--- src/verilog/gpio_port_pkg.sv ---
// Constants shared by the port-0 GPIO configuration block
package gpio_port_pkg;

  // ==========================================================
  // Configuration indices (byte address is four times these)
  localparam int unsigned ADDR_W = 10;
  localparam logic [7:0] IDX_DEVICE_SELECT = 8'h07;
  localparam logic [7:0] IDX_IRQ_ROUTE = 8'h70;
  localparam logic [7:0] IDX_DIRECTION = 8'hE0;
  localparam logic [7:0] IDX_OUT_VALUE = 8'hE1;
  localparam logic [7:0] IDX_PIN_LEVEL = 8'hE2;
  localparam logic [7:0] IDX_PULSE_MODE = 8'hE3;
  localparam logic [7:0] IDX_WIDTH_LO = 8'hE4;
  localparam logic [7:0] IDX_WIDTH_HI = 8'hE5;
  localparam logic [7:0] IDX_POLARITY = 8'hE6;
  localparam logic [7:0] IDX_CHANGE_IEN = 8'hE8;
  localparam logic [7:0] IDX_CHANGE_FLAG = 8'hE9;
  localparam logic [7:0] IDX_DONE_STATUS = 8'hF0;
  localparam logic [7:0] IDX_DONE_ENABLE = 8'hF1;
  localparam logic [7:0] IDX_DONE_CLEAR = 8'hF2;

  // ==========================================================
  // Logical device selector codes
  localparam logic [7:0] DEV_FLOPPY = 8'h00;
  localparam logic [7:0] DEV_SERIAL1 = 8'h01;
  localparam logic [7:0] DEV_SERIAL2 = 8'h02;
  localparam logic [7:0] DEV_PARALLEL = 8'h03;
  localparam logic [7:0] DEV_MONITOR = 8'h04;
  localparam logic [7:0] DEV_GPIO = 8'h06;
  localparam logic [7:0] DEV_POWER_EVENT = 8'h0A;
  localparam int unsigned BANK_N = 7;

  // ==========================================================
  // Reset values and field layout
  localparam logic [7:0] RST_BYTE = 8'h00;
  localparam logic [7:0] ROUTE_MASK = 8'h0F;
  localparam int unsigned ROUTE_W = 4;
  localparam int unsigned PIN_N = 8;
  localparam int unsigned WSEL_W = 2;
  localparam int unsigned PINS_PER_WREG = 4;

  // ==========================================================
  // Pulse widths and the clock
  localparam int unsigned CLK_PERIOD_NS = 50;
  localparam int unsigned PW_500US_NS = 500_000;
  localparam int unsigned PW_1MS_NS = 1_000_000;
  localparam int unsigned PW_20MS_NS = 20_000_000;
  localparam int unsigned PW_100MS_NS = 100_000_000;
  localparam int unsigned PW_500US_CYC =
    (PW_500US_NS + CLK_PERIOD_NS - 1) / CLK_PERIOD_NS;
  localparam int unsigned PW_1MS_CYC =
    (PW_1MS_NS + CLK_PERIOD_NS - 1) / CLK_PERIOD_NS;
  localparam int unsigned PW_20MS_CYC =
    (PW_20MS_NS + CLK_PERIOD_NS - 1) / CLK_PERIOD_NS;
  localparam int unsigned PW_100MS_CYC =
    (PW_100MS_NS + CLK_PERIOD_NS - 1) / CLK_PERIOD_NS;
  localparam int unsigned PW_CNT_W = 21;

endpackage

--- src/verilog/gpio_port0_config.sv ---
// Port-0 GPIO configuration bank with APB register access
//
// Operation
// - Selector at 07h; 06h picks GPIO bank.
// - Other selector codes pick other banks, else reserved.
// - 70h low nibble routes interrupt, upper reads zero.
// - E0h direction per pin, one is output, reset zero.
// - E1h output value, zero drives low.
// - Level mode: one drives steady high.
// - Pulse mode: writing one emits one pulse.
// - Value bit clears itself after the pulse.
// - E2h read-only sampled pin levels.
// - Status reports pad level for shared pins.
// - E3h selects level or pulse mode.
// - E4h/E5h two-bit width: 500us,1ms,20ms,100ms.
// - E6h polarity: zero low pulse, one high.
// - E8h change enables, E9h change flags W1C.
//
// The APB slave port is this design's own decision.
`timescale 1ns/1ps

module gpio_port0_config #(
  parameter int unsigned PW0_CYC = gpio_port_pkg::PW_500US_CYC,
  parameter int unsigned PW1_CYC = gpio_port_pkg::PW_1MS_CYC,
  parameter int unsigned PW2_CYC = gpio_port_pkg::PW_20MS_CYC,
  parameter int unsigned PW3_CYC = gpio_port_pkg::PW_100MS_CYC,
  parameter int unsigned CNT_W = gpio_port_pkg::PW_CNT_W
) (
  input wire logic clk, // 20 MHz device clock
  input wire logic nrst, // async reset, active low
  input wire logic psel, // APB select
  input wire logic penable, // APB access phase
  input wire logic pwrite, // APB direction, high for write
  input wire logic [gpio_port_pkg::ADDR_W-1:0] paddr, // APB byte address
  input wire logic [31:0] pwdata, // APB write data
  input wire logic [3:0] pstrb, // APB byte strobes
  output logic [31:0] prdata, // APB read data
  output logic pready, // APB ready
  output logic pslverr, // APB error
  input wire logic [7:0] pin_in, // pad levels, asynchronous
  output logic [7:0] pin_out, // pad drive value
  output logic [7:0] pin_oe, // pad output enable
  output logic [7:0] bank_select, // current logical device
  output logic bank_reserved, // selector holds a reserved code
  output logic [3:0] irq_channel, // routed interrupt channel
  output logic irq // level interrupt, active high
);

  localparam int unsigned N = gpio_port_pkg::PIN_N;
  localparam int unsigned AW = gpio_port_pkg::ADDR_W;

  initial begin
    if (PW0_CYC < 2 || PW1_CYC < 2 || PW2_CYC < 2 || PW3_CYC < 2)
      $error("gpio_port0_config: pulse counts must be at least 2");
    if (PW3_CYC >= (64'd1 << CNT_W) || PW2_CYC >= (64'd1 << CNT_W) ||
        PW1_CYC >= (64'd1 << CNT_W) || PW0_CYC >= (64'd1 << CNT_W))
      $error("gpio_port0_config: CNT_W too narrow for pulse counts");
  end

  // ==========================================================
  // Helpers
  function automatic logic [CNT_W-1:0] width_count(
    input logic [1:0] sel
  );
    logic [CNT_W-1:0] c;
    c = CNT_W'(PW0_CYC);
    case (sel)
      2'h0: c = CNT_W'(PW0_CYC);
      2'h1: c = CNT_W'(PW1_CYC);
      2'h2: c = CNT_W'(PW2_CYC);
      2'h3: c = CNT_W'(PW3_CYC);
      default: c = CNT_W'(PW0_CYC);
    endcase
    return c;
  endfunction

  function automatic logic is_reserved(input logic [7:0] sel);
    logic r;
    r = 1'b1;
    case (sel)
      gpio_port_pkg::DEV_FLOPPY, gpio_port_pkg::DEV_SERIAL1,
      gpio_port_pkg::DEV_SERIAL2, gpio_port_pkg::DEV_PARALLEL,
      gpio_port_pkg::DEV_MONITOR, gpio_port_pkg::DEV_GPIO,
      gpio_port_pkg::DEV_POWER_EVENT: r = 1'b0;
      default: r = 1'b1;
    endcase
    return r;
  endfunction

  // Index is valid only on an aligned word address
  function automatic logic index_mapped(input logic [7:0] idx);
    logic m;
    m = 1'b0;
    case (idx)
      gpio_port_pkg::IDX_DEVICE_SELECT, gpio_port_pkg::IDX_IRQ_ROUTE,
      gpio_port_pkg::IDX_DIRECTION, gpio_port_pkg::IDX_OUT_VALUE,
      gpio_port_pkg::IDX_PIN_LEVEL, gpio_port_pkg::IDX_PULSE_MODE,
      gpio_port_pkg::IDX_WIDTH_LO, gpio_port_pkg::IDX_WIDTH_HI,
      gpio_port_pkg::IDX_POLARITY, gpio_port_pkg::IDX_CHANGE_IEN,
      gpio_port_pkg::IDX_CHANGE_FLAG, gpio_port_pkg::IDX_DONE_STATUS,
      gpio_port_pkg::IDX_DONE_ENABLE,
      gpio_port_pkg::IDX_DONE_CLEAR: m = 1'b1;
      default: m = 1'b0;
    endcase
    return m;
  endfunction

  // ==========================================================
  // Pin synchroniser
  logic [7:0] sync1_reg, sync2_reg, level_prev_reg;
  // Zeroed chain would fake an edge on every high pad after reset
  logic [2:0] warm_reg;

  always_ff @(posedge clk or negedge nrst) begin
    if (!nrst) begin
      sync1_reg <= gpio_port_pkg::RST_BYTE;
      sync2_reg <= gpio_port_pkg::RST_BYTE;
      level_prev_reg <= gpio_port_pkg::RST_BYTE;
      warm_reg <= 3'h0;
    end else begin
      sync1_reg <= pin_in;
      warm_reg <= {warm_reg[1:0], 1'b1};
      sync2_reg <= sync1_reg;
      level_prev_reg <= sync2_reg;
    end
  end

  // ==========================================================
  // Bus decode
  logic [7:0] idx;
  logic aligned, mapped, gpio_bank, bank_access, wr_en, wr_low;

  assign idx = paddr[9:2];
  assign aligned = (paddr[1:0] == 2'h0);
  assign mapped = aligned && index_mapped(idx);
  assign wr_en = psel && penable && pwrite && mapped;
  assign wr_low = wr_en && pstrb[0];
  assign pready = 1'b1;

  // ==========================================================
  // Configuration registers
  logic [7:0] select_reg, select_next;
  logic [7:0] route_reg, route_next;
  logic [7:0] dir_reg, dir_next;
  logic [7:0] val_reg, val_next;
  logic [7:0] mode_reg, mode_next;
  logic [7:0] wlo_reg, wlo_next;
  logic [7:0] whi_reg, whi_next;
  logic [7:0] pol_reg, pol_next;
  logic [7:0] ien_reg, ien_next;
  logic [7:0] chg_reg, chg_next;
  logic [7:0] dstat_reg, dstat_next;
  logic [7:0] den_reg, den_next;
  logic [7:0] start, busy, done;
  logic [7:0] change_evt;
  logic [15:0] wsel;

  assign gpio_bank = (select_reg == gpio_port_pkg::DEV_GPIO);
  assign bank_access = (idx == gpio_port_pkg::IDX_DEVICE_SELECT) ||
                       gpio_bank;
  assign wsel = {whi_reg, wlo_reg};
  assign change_evt = {N{warm_reg[2]}} & ~dir_reg &
                      (sync2_reg ^ level_prev_reg);

  always_comb begin
    select_next = select_reg;
    route_next = route_reg;
    dir_next = dir_reg;
    val_next = val_reg;
    mode_next = mode_reg;
    wlo_next = wlo_reg;
    whi_next = whi_reg;
    pol_next = pol_reg;
    ien_next = ien_reg;
    chg_next = chg_reg;
    dstat_next = dstat_reg;
    den_next = den_reg;
    start = gpio_port_pkg::RST_BYTE;
    if (wr_low && bank_access) begin
      case (idx)
        gpio_port_pkg::IDX_DEVICE_SELECT: select_next = pwdata[7:0];
        gpio_port_pkg::IDX_IRQ_ROUTE:
          route_next = pwdata[7:0] & gpio_port_pkg::ROUTE_MASK;
        gpio_port_pkg::IDX_DIRECTION: dir_next = pwdata[7:0];
        gpio_port_pkg::IDX_OUT_VALUE: begin
          val_next = pwdata[7:0];
          start = pwdata[7:0] & dir_reg & mode_reg;
        end
        gpio_port_pkg::IDX_PULSE_MODE: mode_next = pwdata[7:0];
        gpio_port_pkg::IDX_WIDTH_LO: wlo_next = pwdata[7:0];
        gpio_port_pkg::IDX_WIDTH_HI: whi_next = pwdata[7:0];
        gpio_port_pkg::IDX_POLARITY: pol_next = pwdata[7:0];
        gpio_port_pkg::IDX_CHANGE_IEN: ien_next = pwdata[7:0];
        gpio_port_pkg::IDX_CHANGE_FLAG:
          chg_next = chg_reg & ~pwdata[7:0];
        gpio_port_pkg::IDX_DONE_ENABLE: den_next = pwdata[7:0];
        gpio_port_pkg::IDX_DONE_CLEAR:
          dstat_next = dstat_reg & ~pwdata[7:0];
        default: begin
          // Pin level and done status ignore writes
        end
      endcase
    end
    // Hardware clears value once a pulse ends
    val_next = val_next & ~done;
    // New events win over a clear in the same cycle
    chg_next = chg_next | change_evt;
    dstat_next = dstat_next | done;
  end

  always_ff @(posedge clk or negedge nrst) begin
    if (!nrst) begin
      select_reg <= gpio_port_pkg::RST_BYTE;
      route_reg <= gpio_port_pkg::RST_BYTE;
      dir_reg <= gpio_port_pkg::RST_BYTE;
      val_reg <= gpio_port_pkg::RST_BYTE;
      mode_reg <= gpio_port_pkg::RST_BYTE;
      wlo_reg <= gpio_port_pkg::RST_BYTE;
      whi_reg <= gpio_port_pkg::RST_BYTE;
      pol_reg <= gpio_port_pkg::RST_BYTE;
      ien_reg <= gpio_port_pkg::RST_BYTE;
      chg_reg <= gpio_port_pkg::RST_BYTE;
      dstat_reg <= gpio_port_pkg::RST_BYTE;
      den_reg <= gpio_port_pkg::RST_BYTE;
    end else begin
      select_reg <= select_next;
      route_reg <= route_next;
      dir_reg <= dir_next;
      val_reg <= val_next;
      mode_reg <= mode_next;
      wlo_reg <= wlo_next;
      whi_reg <= whi_next;
      pol_reg <= pol_next;
      ien_reg <= ien_next;
      chg_reg <= chg_next;
      dstat_reg <= dstat_next;
      den_reg <= den_next;
    end
  end

  // ==========================================================
  // Pulse timers, one per pin
  for (genvar i = 0; i < N; i++) begin : g_pin
    pulse_timer #(
      .CNT_W(CNT_W)
    ) u_timer (
      .clk(clk),
      .nrst(nrst),
      .start(start[i]),
      .term(width_count(wsel[2*i +: 2])),
      .busy(busy[i]),
      .done(done[i])
    );
  end

  // ==========================================================
  // Pad drive and interrupt, all registered
  logic [7:0] out_reg, out_next;
  logic irq_reg, irq_next;

  always_comb begin
    // Idle pulse-mode pin rests at the inactive level
    for (int i = 0; i < N; i++) begin
      if (mode_reg[i]) begin
        out_next[i] = busy[i] ? pol_reg[i] : ~pol_reg[i];
      end else begin
        out_next[i] = val_reg[i];
      end
    end
    irq_next = |(chg_reg & ien_reg) || |(dstat_reg & den_reg);
  end

  always_ff @(posedge clk or negedge nrst) begin
    if (!nrst) begin
      out_reg <= gpio_port_pkg::RST_BYTE;
      irq_reg <= 1'b0;
    end else begin
      out_reg <= out_next;
      irq_reg <= irq_next;
    end
  end

  assign pin_out = out_reg;
  assign pin_oe = dir_reg;
  assign irq = irq_reg;
  assign irq_channel = route_reg[gpio_port_pkg::ROUTE_W-1:0];
  assign bank_select = select_reg;
  assign bank_reserved = is_reserved(select_reg);

  // ==========================================================
  // Read path, captured in the setup cycle
  logic [7:0] rd_byte;
  logic [31:0] prdata_reg, prdata_next;
  logic err_reg, err_next;

  always_comb begin
    rd_byte = gpio_port_pkg::RST_BYTE;
    if (bank_access) begin
      case (idx)
        gpio_port_pkg::IDX_DEVICE_SELECT: rd_byte = select_reg;
        gpio_port_pkg::IDX_IRQ_ROUTE: rd_byte = route_reg;
        gpio_port_pkg::IDX_DIRECTION: rd_byte = dir_reg;
        gpio_port_pkg::IDX_OUT_VALUE: rd_byte = val_reg;
        gpio_port_pkg::IDX_PIN_LEVEL: rd_byte = sync2_reg;
        gpio_port_pkg::IDX_PULSE_MODE: rd_byte = mode_reg;
        gpio_port_pkg::IDX_WIDTH_LO: rd_byte = wlo_reg;
        gpio_port_pkg::IDX_WIDTH_HI: rd_byte = whi_reg;
        gpio_port_pkg::IDX_POLARITY: rd_byte = pol_reg;
        gpio_port_pkg::IDX_CHANGE_IEN: rd_byte = ien_reg;
        gpio_port_pkg::IDX_CHANGE_FLAG: rd_byte = chg_reg;
        gpio_port_pkg::IDX_DONE_STATUS: rd_byte = dstat_reg;
        gpio_port_pkg::IDX_DONE_ENABLE: rd_byte = den_reg;
        default: rd_byte = gpio_port_pkg::RST_BYTE;
      endcase
    end
    prdata_next = prdata_reg;
    err_next = err_reg;
    if (psel && !penable) begin
      prdata_next = {24'h000000, rd_byte};
      err_next = !mapped;
    end
  end

  always_ff @(posedge clk or negedge nrst) begin
    if (!nrst) begin
      prdata_reg <= 32'h00000000;
      err_reg <= 1'b0;
    end else begin
      prdata_reg <= prdata_next;
      err_reg <= err_next;
    end
  end

  assign prdata = prdata_reg;
  assign pslverr = psel && penable && err_reg;

endmodule // gpio_port0_config

--- src/verilog/pulse_timer.sv ---
// One-shot pulse timer for a single GPIO pin
`timescale 1ns/1ps

module pulse_timer #(
  parameter int unsigned CNT_W = 21
) (
  input wire logic clk, // device clock
  input wire logic nrst, // async reset, active low
  input wire logic start, // begin a pulse, ignored while busy
  input wire logic [CNT_W-1:0] term, // pulse length in cycles
  output logic busy, // high for exactly term cycles
  output logic done // last cycle of the pulse
);

  typedef enum logic {IDLE, RUN} timer_state_t;

  timer_state_t state_reg, state_next;
  logic [CNT_W-1:0] count_reg, count_next;

  initial begin
    if (CNT_W < 2) $error("pulse_timer: CNT_W too small");
  end

  // ==========================================================
  // Counter
  assign busy = (state_reg == RUN);
  assign done = (state_reg == RUN) && (count_reg == term - 1'b1);

  always_comb begin
    state_next = state_reg;
    count_next = count_reg;
    case (state_reg)
      IDLE: begin
        // Trigger only taken while idle
        if (start) begin
          state_next = RUN;
          count_next = '0;
        end
      end
      RUN: begin
        if (done) begin
          state_next = IDLE;
        end else begin
          count_next = count_reg + 1'b1;
        end
      end
      default: begin
        state_next = IDLE;
      end
    endcase
  end

  always_ff @(posedge clk or negedge nrst) begin
    if (!nrst) begin
      state_reg <= IDLE;
      count_reg <= '0;
    end else begin
      state_reg <= state_next;
      count_reg <= count_next;
    end
  end

endmodule // pulse_timer
--- config.mk ---
export PLATFORM = sky130hd
export DESIGN_NAME = gpio_port0_config
export DESIGN_NICKNAME = d
export VERILOG_FILES = /design/src/verilog/gpio_port_pkg.sv /design/src/verilog/gpio_port0_config.sv /design/src/verilog/pulse_timer.sv
export SDC_FILE = /design/constraint.sdc
export NUM_CORES = 1
export LEC_CHECK = 0
export BUFFER_PORTS_ARGS = -buffer_cell sky130_fd_sc_hd__buf_4
export CAP_MARGIN = 5
export CORE_MARGIN = 2
export CORE_UTILIZATION = 55
export CTS_BUF_LIST = sky130_fd_sc_hd__clkbuf_8
export CTS_CLUSTER_DIAMETER = 100
export DETAILED_ROUTE_END_ITERATION = 10
export HOLD_SLACK_MARGIN = 0.05
export PLACE_DENSITY = 0.85
export SLEW_MARGIN = 20
export SYNTH_ARGS = -nofsm -noshare
export SYNTH_HDL_FRONTEND = slang
export SYNTH_SLANG_ARGS = --single-unit
--- constraint.sdc ---
create_clock -name clk -period 3.55 [get_ports clk]
set_clock_uncertainty 0.05 [all_clocks]
set_input_delay 0.5325 -clock clk [delete_from_list [all_inputs] [get_ports clk]]
set_output_delay 0.5325 -clock clk [all_outputs]
set_load 0.02 [all_outputs]
==> metrics.txt, run 1 <==
run status=completed; total gr overflow=0; Comb pwr share=0.036; cells after synthesis=1968; Reg2Reg Capture Point=g_pin[4].u_timer.count_reg[20]; DIE AREA=34700 sq um; Crit-path slowest cell=dfrtp_1; Worst Hold End=wlo_reg[7]; crit-path leading delay family=simple AND/OR/NAND/NOR gates; peak supply drop=0.240 mV; achievable frequency=0.298 GHz; Rows=66; Yosys reg bits=313; number of enable flip-flop cells after synthesis=0; crit share post-route=0.946; worst-margin pin slew=1.06 ns; layout cells sized above 1=0.132; DIE WIDTH=186 microns; pwr/cell area=353 nW/um^2; drt drc=0; DRT antenna net count=0; Fin. Hold Viols=0; most common cell in the netlist=dfrtp_1; post-synth cell types=81; Post-synth top cells=313 x dfrtp_1, 219 x nand2_1, 116 x o21ai_0, 102 x a31oi_1, 101 x nor2_1; Final nets=2180; number of flip-flops in the largest register=168; internal power=0.00550 W; register area share after synthesis=0.429; mapped cell area=18300 sq um; CTS Buf Count=52; worst path required time=3.98 ns; routed vias=15900; R2R cell count=12; Crit path arrival time=3.79 ns; CTS Sinks=313; hold crit path type=input pin to register; initial antenna violation count=0; CTS tree=yes; Area growth syn-to-layout=11.6%; Syn. warnings=0; syn_area_per_cell=9.28 sq um; port buffer count=70; global-route usage over all layers=0.282; WP depth=12; DIE HEIGHT=186 microns; vias in the first global route=15200; sequential share of power=0.501; largest fanout on the critical path=18; Slew Limit Fails=0; Critical Path Start Type=register; CP peak stage delay=0.48 ns; CTS clk-pin slew, worst paths=0.07 ns; reg2reg start=whi_reg[0]; reg2reg setup slack=0.19 ns; Leak=8.94 nW; largest area contributor in the netlist=dfrtp_1; Setup CP Type=register to register; hold_ws=0.189 ns; DR WL/cell=19.4 microns; crit path buf inv count=3; Setup TNS=0 ns; Sw Ratio=0.234; Placer Congestion=0.989; total of max-cap violations=0; WHS Path Cells=3; diode count=0; top_reg_cell synth=dfrtp_1; placeable core area=32600 sq um; deepest clock path buffer count=3; largest net degree at the start of global routing=105; Synth area leaders=dfrtp_1 43%, ha_1 5.5%, nand2_1 4.5%; post-synth top area share=0.429; Cell Chain, Critical Path=inv_1 > ha_1 > nor2_1 > ha_1 > xor2_1 > nand2_1 > nor4_1 > a31oi_1 > and2b_1 > clkinvlp_4 > buf_12 > a31oi_1; RSZ-0062 raised after global routing=no; asr flop ratio synth=1.00; min-delay src=pwdata[7]; H-tree Lvls=2; final wirelength=48800 microns; Initial Util=0.560; switching pwr=0.00168 W; # IOs=123; Crit. End Element=register; Setup violations, final=0; clock insertion delay at the later pin of the skew report=0.59 ns; Detailed Route Iter0 Violations=1620; minimum clock period=3.36 ns; via/cell ratio=6.32; slew margin rel.=0.288; global-route wire length before repair=78500 microns; first drt pass iteration count=6; DP HPWL=33600 microns; clk root buf=clkbuf_8; clock share of power=0.463
[how the worst max path moves through the flow]
stage | startpoint | endpoint | slack, ns
finish | whi_reg[0] | g_pin[4].u_timer.count_reg[20] | 0.19
global route | whi_reg[0] | g_pin[4].u_timer.count_reg[7] | 0.04
CTS | whi_reg[0] | g_pin[4].u_timer.count_reg[15] | 0.05
detailed placement | whi_reg[0] | g_pin[4].u_timer.count_reg[20] | 0.10
global placement | whi_reg[0] | g_pin[4].u_timer.count_reg[1] | 0.35
floorplan | whi_reg[4] | g_pin[6].u_timer.count_reg[18] | 0.67
[cells by family after synthesis]
kind of cell               Yosys count  share of synthesized area
AOI/OAI and AO/OA                  500                      0.180
muxes                               71                     0.0425
other                                2                   0.000411
and+or+nand+nor                    708                      0.200
buffers and inverters              204                     0.0500
DFF                                313                      0.429
adders and majority gates           80                     0.0548
xor gates and xnor gates            90                     0.0432
[placed cells by master (no fill, tap or decap), drive strengths merged, types with 13 or more instances in the layout]
master,n
ha,80
nand2b,32
dfrtp,313
or2,15
nor4,25
nand3,77
buf,112
a22oi,17
and2,17
a31oi,102
and3,59
nor3,37
and4,14
a41oi,23
mux2,52
o21a,13
nand2,219
inv,90
xor2,42
nor2b,14
clkbuf,68
xnor2,48
a22o,27
a21oi,95
o21ai,122
nand4,48
mux2i,19
nor2,101
conb,26
[layer usage]
layer  global-route usage  part of all wire  up-vias
met4                0.110             0.036        0
met3               0.0565             0.081      139
met1                0.385              0.42     7773
li1                     -                 -     7295
met5                    0                 0        -
met2                0.443              0.46      724
[metrics by stage]
stage / area (sq um) / total power [W] / worst slack, ns / std cells / util
2_1_floorplan: 18400 / 0.00378 / 0.668 / 1992 / -
3_3_place_gp: 19200 / 0.00391 / 0.351 / 2419 / 0.588
3_5_place_dp: 19200 / 0.00391 / 0.101 / 2419 / 0.588
4_1_cts: 20400 / 0.00724 / 0.0524 / 2519 / 0.624
5_1_grt: 20400 / 0.00744 / 0.0390 / 2520 / 0.625
6_report: 20400 / 0.00719 / 0.190 / 2520 / 0.625
[worst min-delay path: cells and delay by family]
| kind | cells | cell delay (ns) |
|---|---|---|
| buffers and inverters | 1 | 0.15 |
| AND/OR/NAND/NOR | 1 | 0.05 |
| AO/OA/AOI/OAI | 1 | 0.06 |
[power groups by stage]
stage / sequential, W / combinational, W / clock (W)
after floorplan: 0.00366 / 0.000123 / 0
after global placement: 0.00366 / 0.000249 / 0
after detailed placement: 0.00366 / 0.000252 / 0
after CTS: 0.00360 / 0.000261 / 0.00338
after global routing: 0.00360 / 0.000287 / 0.00355
final: 0.00360 / 0.000262 / 0.00333
[cell type report]
class,count,area [sq um]
clock buffer,68,936
clock inverter,23,150
fill,2598,12200
inverter,78,299
multi-input combinational,1475,9620
sequential,313,7830
tap,442,553
timing repair buffer,121,988
[repair_timing]
item / in CTS / in global routing
buffers inserted: 0 / 1
endpoints found under the hold margin: 107 / 0
endpoints found under the setup margin: 0 / 22
hold buffers: 9 / 0
resized for setup: 0 / 3
Power figures use the tool's default switching activity.
==> inputs of run 2 (changes only) <==
--- a/config.mk
+++ b/config.mk
@@ -5,15 +5,15 @@
 export SDC_FILE = /design/constraint.sdc
 export NUM_CORES = 1
 export LEC_CHECK = 0
-export BUFFER_PORTS_ARGS = -buffer_cell sky130_fd_sc_hd__buf_4
 export CAP_MARGIN = 5
 export CORE_MARGIN = 2
 export CORE_UTILIZATION = 55
 export CTS_BUF_LIST = sky130_fd_sc_hd__clkbuf_8
 export CTS_CLUSTER_DIAMETER = 100
 export DETAILED_ROUTE_END_ITERATION = 10
+export DONT_BUFFER_PORTS = 1
 export HOLD_SLACK_MARGIN = 0.05
-export PLACE_DENSITY = 0.85
+export PLACE_DENSITY = 0.81
 export SLEW_MARGIN = 20
 export SYNTH_ARGS = -nofsm -noshare
 export SYNTH_HDL_FRONTEND = slang
==> run 2 against run 1 <==
The run now ends with hold timing left. Register-to-register slack improved by 0.17 ns. Via count decreased by 2.7%. Setup slack better by 0.17 ns. Maximum frequency up 5.5%. Sequential power about the same. Clock power decreased by 4%. Non-clock buffer count shrank 72. Clock-buffer cell count increased by 1. Critical path type unchanged. Critical endpoint is now g_pin[4].u_timer.count_reg[4].
==> metrics.txt, run 2 (synthesized netlist as in run 1, its figures left out) <==
hold_ws=-0.441 ns; via/cell ratio=6.33; CTS tree=yes; fin worst setup slack=0.364 ns; hold crit path type=input pin to asynchronous set/reset pin; DR WL/cell=19.6 microns; CTS clk-pin slew, worst paths=0.05 ns; CTS Buf Count=53; global-route wire length before repair=77200 microns; drt drc=0; Setup TNS=0 ns; minimum clock period=3.19 ns; DRT antenna net count=0; deepest clock path buffer count=3; DIE HEIGHT=186 microns; Crit path arrival time=3.66 ns; crit share post-route=0.897; total power=0.00692 W; Setup CP Type=register to register; worst-margin pin slew=1.02 ns; peak supply drop=0.255 mV; # IOs=123; global-route usage over all layers=0.278; commonest non-fill, non-tap cell in the layout=dfrtp_1; clock insertion delay at the later pin of the skew report=0.63 ns; total gr overflow=0; slew margin rel.=0.316; Setup violations, final=0; Critical Path Start Type=register; routed vias=15500; Cell Chain, Critical Path=inv_1 > ha_1 > nor2_1 > ha_1 > xor2_1 > nand2_1 > nor4_1 > a31oi_1 > and2b_1 > clkinvlp_4 > a31oi_1; Crit-path slowest cell=dfrtp_1; Slew Limit Fails=0; Crit. End Element=register; pwr/cell area=350 nW/um^2; port buffer count=0; Area growth syn-to-layout=8.22%; DIE AREA=34700 sq um; run status=finished, violations left; first drt pass iteration count=6; DP HPWL=32600 microns; placeable core area=32600 sq um; number of flip-flops in the largest register=168; Detailed Route Iter0 Violations=1584; Placer Congestion=0.972; Rows=66; Fin. Hold Viols=313; final wirelength=47900 microns; DIE WIDTH=186 microns; worst path required time=4.03 ns; vias in the first global route=14700; crit-path leading delay family=simple AND/OR/NAND/NOR gates; CP peak stage delay=0.45 ns; violated checks=hold timing; largest fanout on the critical path=18; clk root buf=clkbuf_8; Final nets=2109; largest net degree at the start of global routing=314; Initial Util=0.560; CTS Hold Bufs=16; RSZ-0062 raised after global routing=no; initial antenna violation count=2; Leak=8.54 nW; achievable frequency=0.314 GHz; commonest non-fill, non-tap cells in the layout=313 x dfrtp_1, 219 x nand2_1, 116 x o21ai_0, 102 x a31oi_1, 101 x nor2_1; total of max-cap violations=0; CTS Sinks=313; H-tree Lvls=2; Placement Setup Slack=0.197 ns; crit path buf inv count=2; layout cells sized above 1=0.0973
[run 2: changes by cell type in the layout (fill, tap and decap cells not counted), sizes merged]
| cell | change |
|---|---|
| buf | -79 |
| dlygate4sd3 | +7 |
| bufinv | -2 |
| clkbuf | +1 |
| clkinvlp | -1 |
| diode | +1 |
| inv | +1 |
[run 2: repair_timing]
item	in CTS	in global routing
endpoints found under the setup margin	0	28
endpoints found under the hold margin	396	313
gates resized for setup	0	3
buffers inserted	0	0
[run 2: path summary, 6_finish.rpt]
check,depth (start not counted),end,slack (ns),startpoint
setup / recovery,11,g_pin[4].u_timer.count_reg[4],0.36,whi_reg[0]
hold / removal,0,g_pin[0].u_timer.count_reg[18],-0.44,nrst
setup reg to reg,11,g_pin[4].u_timer.count_reg[4],0.36,whi_reg[0]
hold reg to reg,0,warm_reg[2],0.29,warm_reg[1]
max in group asynchronous,0,g_pin[4].u_timer.count_reg[17],3.33,nrst
min in group clk,2,err_reg,0.09,paddr[0]
[run 2: through the flow]
step,util,cell area [sq um],instances
detailed placement,0.569,18500,2341
floorplan,-,18400,1992
global placement,0.569,18500,2341
global route,0.606,19800,2448
finish,0.606,19800,2448
CTS,0.606,19800,2447
[run 2: layer usage]
layer	routed length (microns)	vias up	global-route usage
met4	1410	0	0.0850
met1	20300	7504	0.378
met3	4330	121	0.0685
met2	21900	711	0.441
li1	-	7171	-
met5	0	-	0
[run 2: worst reg2reg max path, stage by stage (launching register included)]
cell	delay, ns
dfrtp_1	0.45
inv_1	0.15
ha_1	0.25
nor2_1	0.22
ha_1	0.29
xor2_1	0.13
nand2_1	0.06
nor4_1	0.28
a31oi_1	0.16
and2b_1	0.38
clkinvlp_4	0.39
a31oi_1	0.30
[run 2: where the power goes]
group / internal [W] / leakage [nW] / switching, W
registers: 0.00359 / 3.52 / 0.0000144
logic: 0.0000421 / 4.42 / 0.0000911
clock network: 0.00173 / 0.599 / 0.00146
[run 2: final cells by class]
class                      instances  area (sq um)
antenna                            1          2.50
tap                              442           553
sequential                       313          7830
clock inverter                    21          98.8
timing repair buffer              49           408
inverter                          78           299
fill                            2739         12900
multi-input combinational       1475          9620
clock buffer                      69           950
==> inputs of run 3 (changes only) <==
--- a/config.mk
+++ b/config.mk
@@ -7,13 +7,13 @@
 export LEC_CHECK = 0
 export CAP_MARGIN = 5
 export CORE_MARGIN = 2
-export CORE_UTILIZATION = 55
+export CORE_UTILIZATION = 67
 export CTS_BUF_LIST = sky130_fd_sc_hd__clkbuf_8
 export CTS_CLUSTER_DIAMETER = 100
 export DETAILED_ROUTE_END_ITERATION = 10
 export DONT_BUFFER_PORTS = 1
 export HOLD_SLACK_MARGIN = 0.05
-export PLACE_DENSITY = 0.81
+export PLACE_DENSITY = 0.94
 export SLEW_MARGIN = 20
 export SYNTH_ARGS = -nofsm -noshare
 export SYNTH_HDL_FRONTEND = slang
==> run 3 against run 2 <==
The run still ends with hold timing left. Clock-buffer cell count decreased by 3. Register-to-register slack got worse by 0.08 ns. Final cell count decreased by 4.2%. Core utilization increased by 13 points. Maximum frequency down 2.6%. Sequential power is essentially flat. Largest cell class unchanged. Largest power group unchanged. Highest routed layer unchanged.
==> metrics.txt, run 3 (synthesized netlist as in run 1, its figures left out) <==
Setup TNS=0 ns; Leak=8.54 nW; Detailed Route Iter0 Violations=2233; hold crit path type=input pin to asynchronous set/reset pin; Placer Congestion=0.971; post-CTS setup buffer count=0; CTS tree=yes; largest net degree at the start of global routing=314; worst-margin pin slew=0.982 ns; Placed Area=18400 sq um; Crit-path slowest cell=and2b_2; Setup violations, final=0; worst path required time=3.99 ns; Initial Util=0.679; Setup CP Type=register to register; via/cell ratio=6.87; Crit path arrival time=3.71 ns; DIE AREA=28600 sq um; vias in the first global route=15400; Cell Chain, Critical Path=inv_1 > ha_1 > nor2_1 > ha_1 > xor2_1 > nand4_1 > nor4b_1 > a21oi_1 > and2b_2 > inv_2 > a31oi_1; global-route usage over all layers=0.342; CTS clk-pin slew, worst paths=0.06 ns; slew margin rel.=0.339; DIE WIDTH=169 microns; fillers=1780; CTS Sinks=313; commonest non-fill, non-tap cell in the layout=dfrtp_1; final wirelength=48700 microns; first drt pass iteration count=7; layout cells sized above 1=0.0973; post-route design area=19700 sq um; drt drc=0; Fin. Hold Viols=313; hold_ws=-0.401 ns; pwr/cell area=361 nW/um^2; deepest clock path buffer count=3; Rows=60; total of max-cap violations=0; H-tree Lvls=2; Area growth syn-to-layout=7.75%; achievable frequency=0.306 GHz; # IOs=123; Slew Limit Fails=0; CTS Buf Count=50; DIE HEIGHT=169 microns; global-route wire length before repair=79200 microns; violated checks=hold timing; initial antenna violation count=0; minimum clock period=3.27 ns; CP peak stage delay=0.44 ns; clk root buf=clkbuf_8; Final nets=2103; cell with the most instances on the worst path=ha_1; Crit. End Element=register; peak supply drop=0.300 mV; fin cells=2345; number of flip-flops in the largest register=168; placeable core area=26900 sq um; reg2reg setup slack=0.28 ns; routed vias=16100; diode count=0; commonest non-fill, non-tap cells in the layout=313 x dfrtp_1, 219 x nand2_1, 116 x o21ai_0, 102 x a31oi_1, 101 x nor2_1; RSZ-0062 raised after global routing=no; dpl cells=2235; largest fanout on the critical path=14; run status=finished, violations left; crit share post-route=0.921; DRT antenna net count=0; DP HPWL=32400 microns; DR WL/cell=20.8 microns; total gr overflow=0; port buffer count=0; Critical Path Start Type=register; clock insertion delay at the later pin of the skew report=0.58 ns
-- run 3: cell count changes in the layout (fill, tap and decap cells not counted) --
| cell | before | now |
|---|---|---|
| diode_2 | 1 | 0 |
| inv_8 | 1 | 0 |
| clkinv_2 | 6 | 9 |
| inv_6 | 1 | 0 |
| clkbuf_8 | 69 | 66 |
| and2b_1 | 3 | 2 |
| inv_1 | 85 | 83 |
| clkinvlp_4 | 1 | 3 |
| clkinv_4 | 0 | 1 |
| buf_4 | 33 | 28 |
| dlygate4sd3_1 | 16 | 18 |
| bufinv_16 | 0 | 3 |
| and2b_2 | 1 | 2 |
-- run 3: worst max-delay path: cells and delay by family (launching register included) --
family / cells / cell delay (ns)
buffers and inverters: 2 / 0.32
adder cells (fa/ha/maj): 2 / 0.57
AO/OA/AOI/OAI: 2 / 0.39
flip-flops: 1 / 0.43
AND/OR/NAND/NOR: 4 / 1.24
XOR/XNOR: 1 / 0.17
-- run 3: what timing repair did --
action / in CTS / in global routing
setup endpoints to repair: 0 / 31
gates resized for setup: 0 / 4
hold buffers: 17 / 1
hold endpoints to repair: 360 / 314
-- run 3: metrics by stage --
step | util | power, W | setup WS, ns
2_1_floorplan | - | 0.00378 | 0.668
3_3_place_gp | 0.684 | 0.00376 | 0.404
3_5_place_dp | 0.684 | 0.00376 | 0.211
4_1_cts | 0.731 | 0.00711 | 0.176
5_1_grt | 0.732 | 0.00729 | 0.0582
6_report | 0.732 | 0.00709 | 0.280
-- run 3: path summary, 6_finish.rpt --
check	start	endpoint	depth (start not counted)
max in group asynchronous	nrst	g_pin[7].u_timer.count_reg[3]	0
worst min-delay path	nrst	g_pin[0].u_timer.count_reg[19]	0
worst max register to register	wlo_reg[0]	g_pin[0].u_timer.count_reg[18]	11
min in group clk	pwdata[7]	den_reg[7]	1
worst min register to register	warm_reg[1]	warm_reg[2]	0
worst max-delay path	wlo_reg[0]	g_pin[0].u_timer.count_reg[18]	11
-- run 3: report_power, final --
group	internal [W]	switching (W)	total [W]
Clock	0.00189	0.00148	0.00337
Combinational	0.0000436	0.0000864	0.000130
Sequential	0.00358	0.0000143	0.00360
Total	0.00552	0.00158	0.00709
-- run 3: cell type report --
cell class	count	area, sq um	share of cell area
clock buffers	66	908	0.0462
clock inverters	26	200	0.0102
inverters	78	299	0.0152
multi-input cells	1475	9620	0.489
flip-flops and latches	313	7830	0.398
well taps	341	427	0.0217
repair buffers	46	390	0.0198
-- run 3: per-layer routing --
layer  vias to the layer above  routed length [microns]  GRT usage
met5                         -                        0          0
met4                         0                     2010      0.133
met3                       188                     5110     0.0748
met2                      1002                    22600      0.545
met1                      7775                    19100      0.459
li1                       7151                        -          -
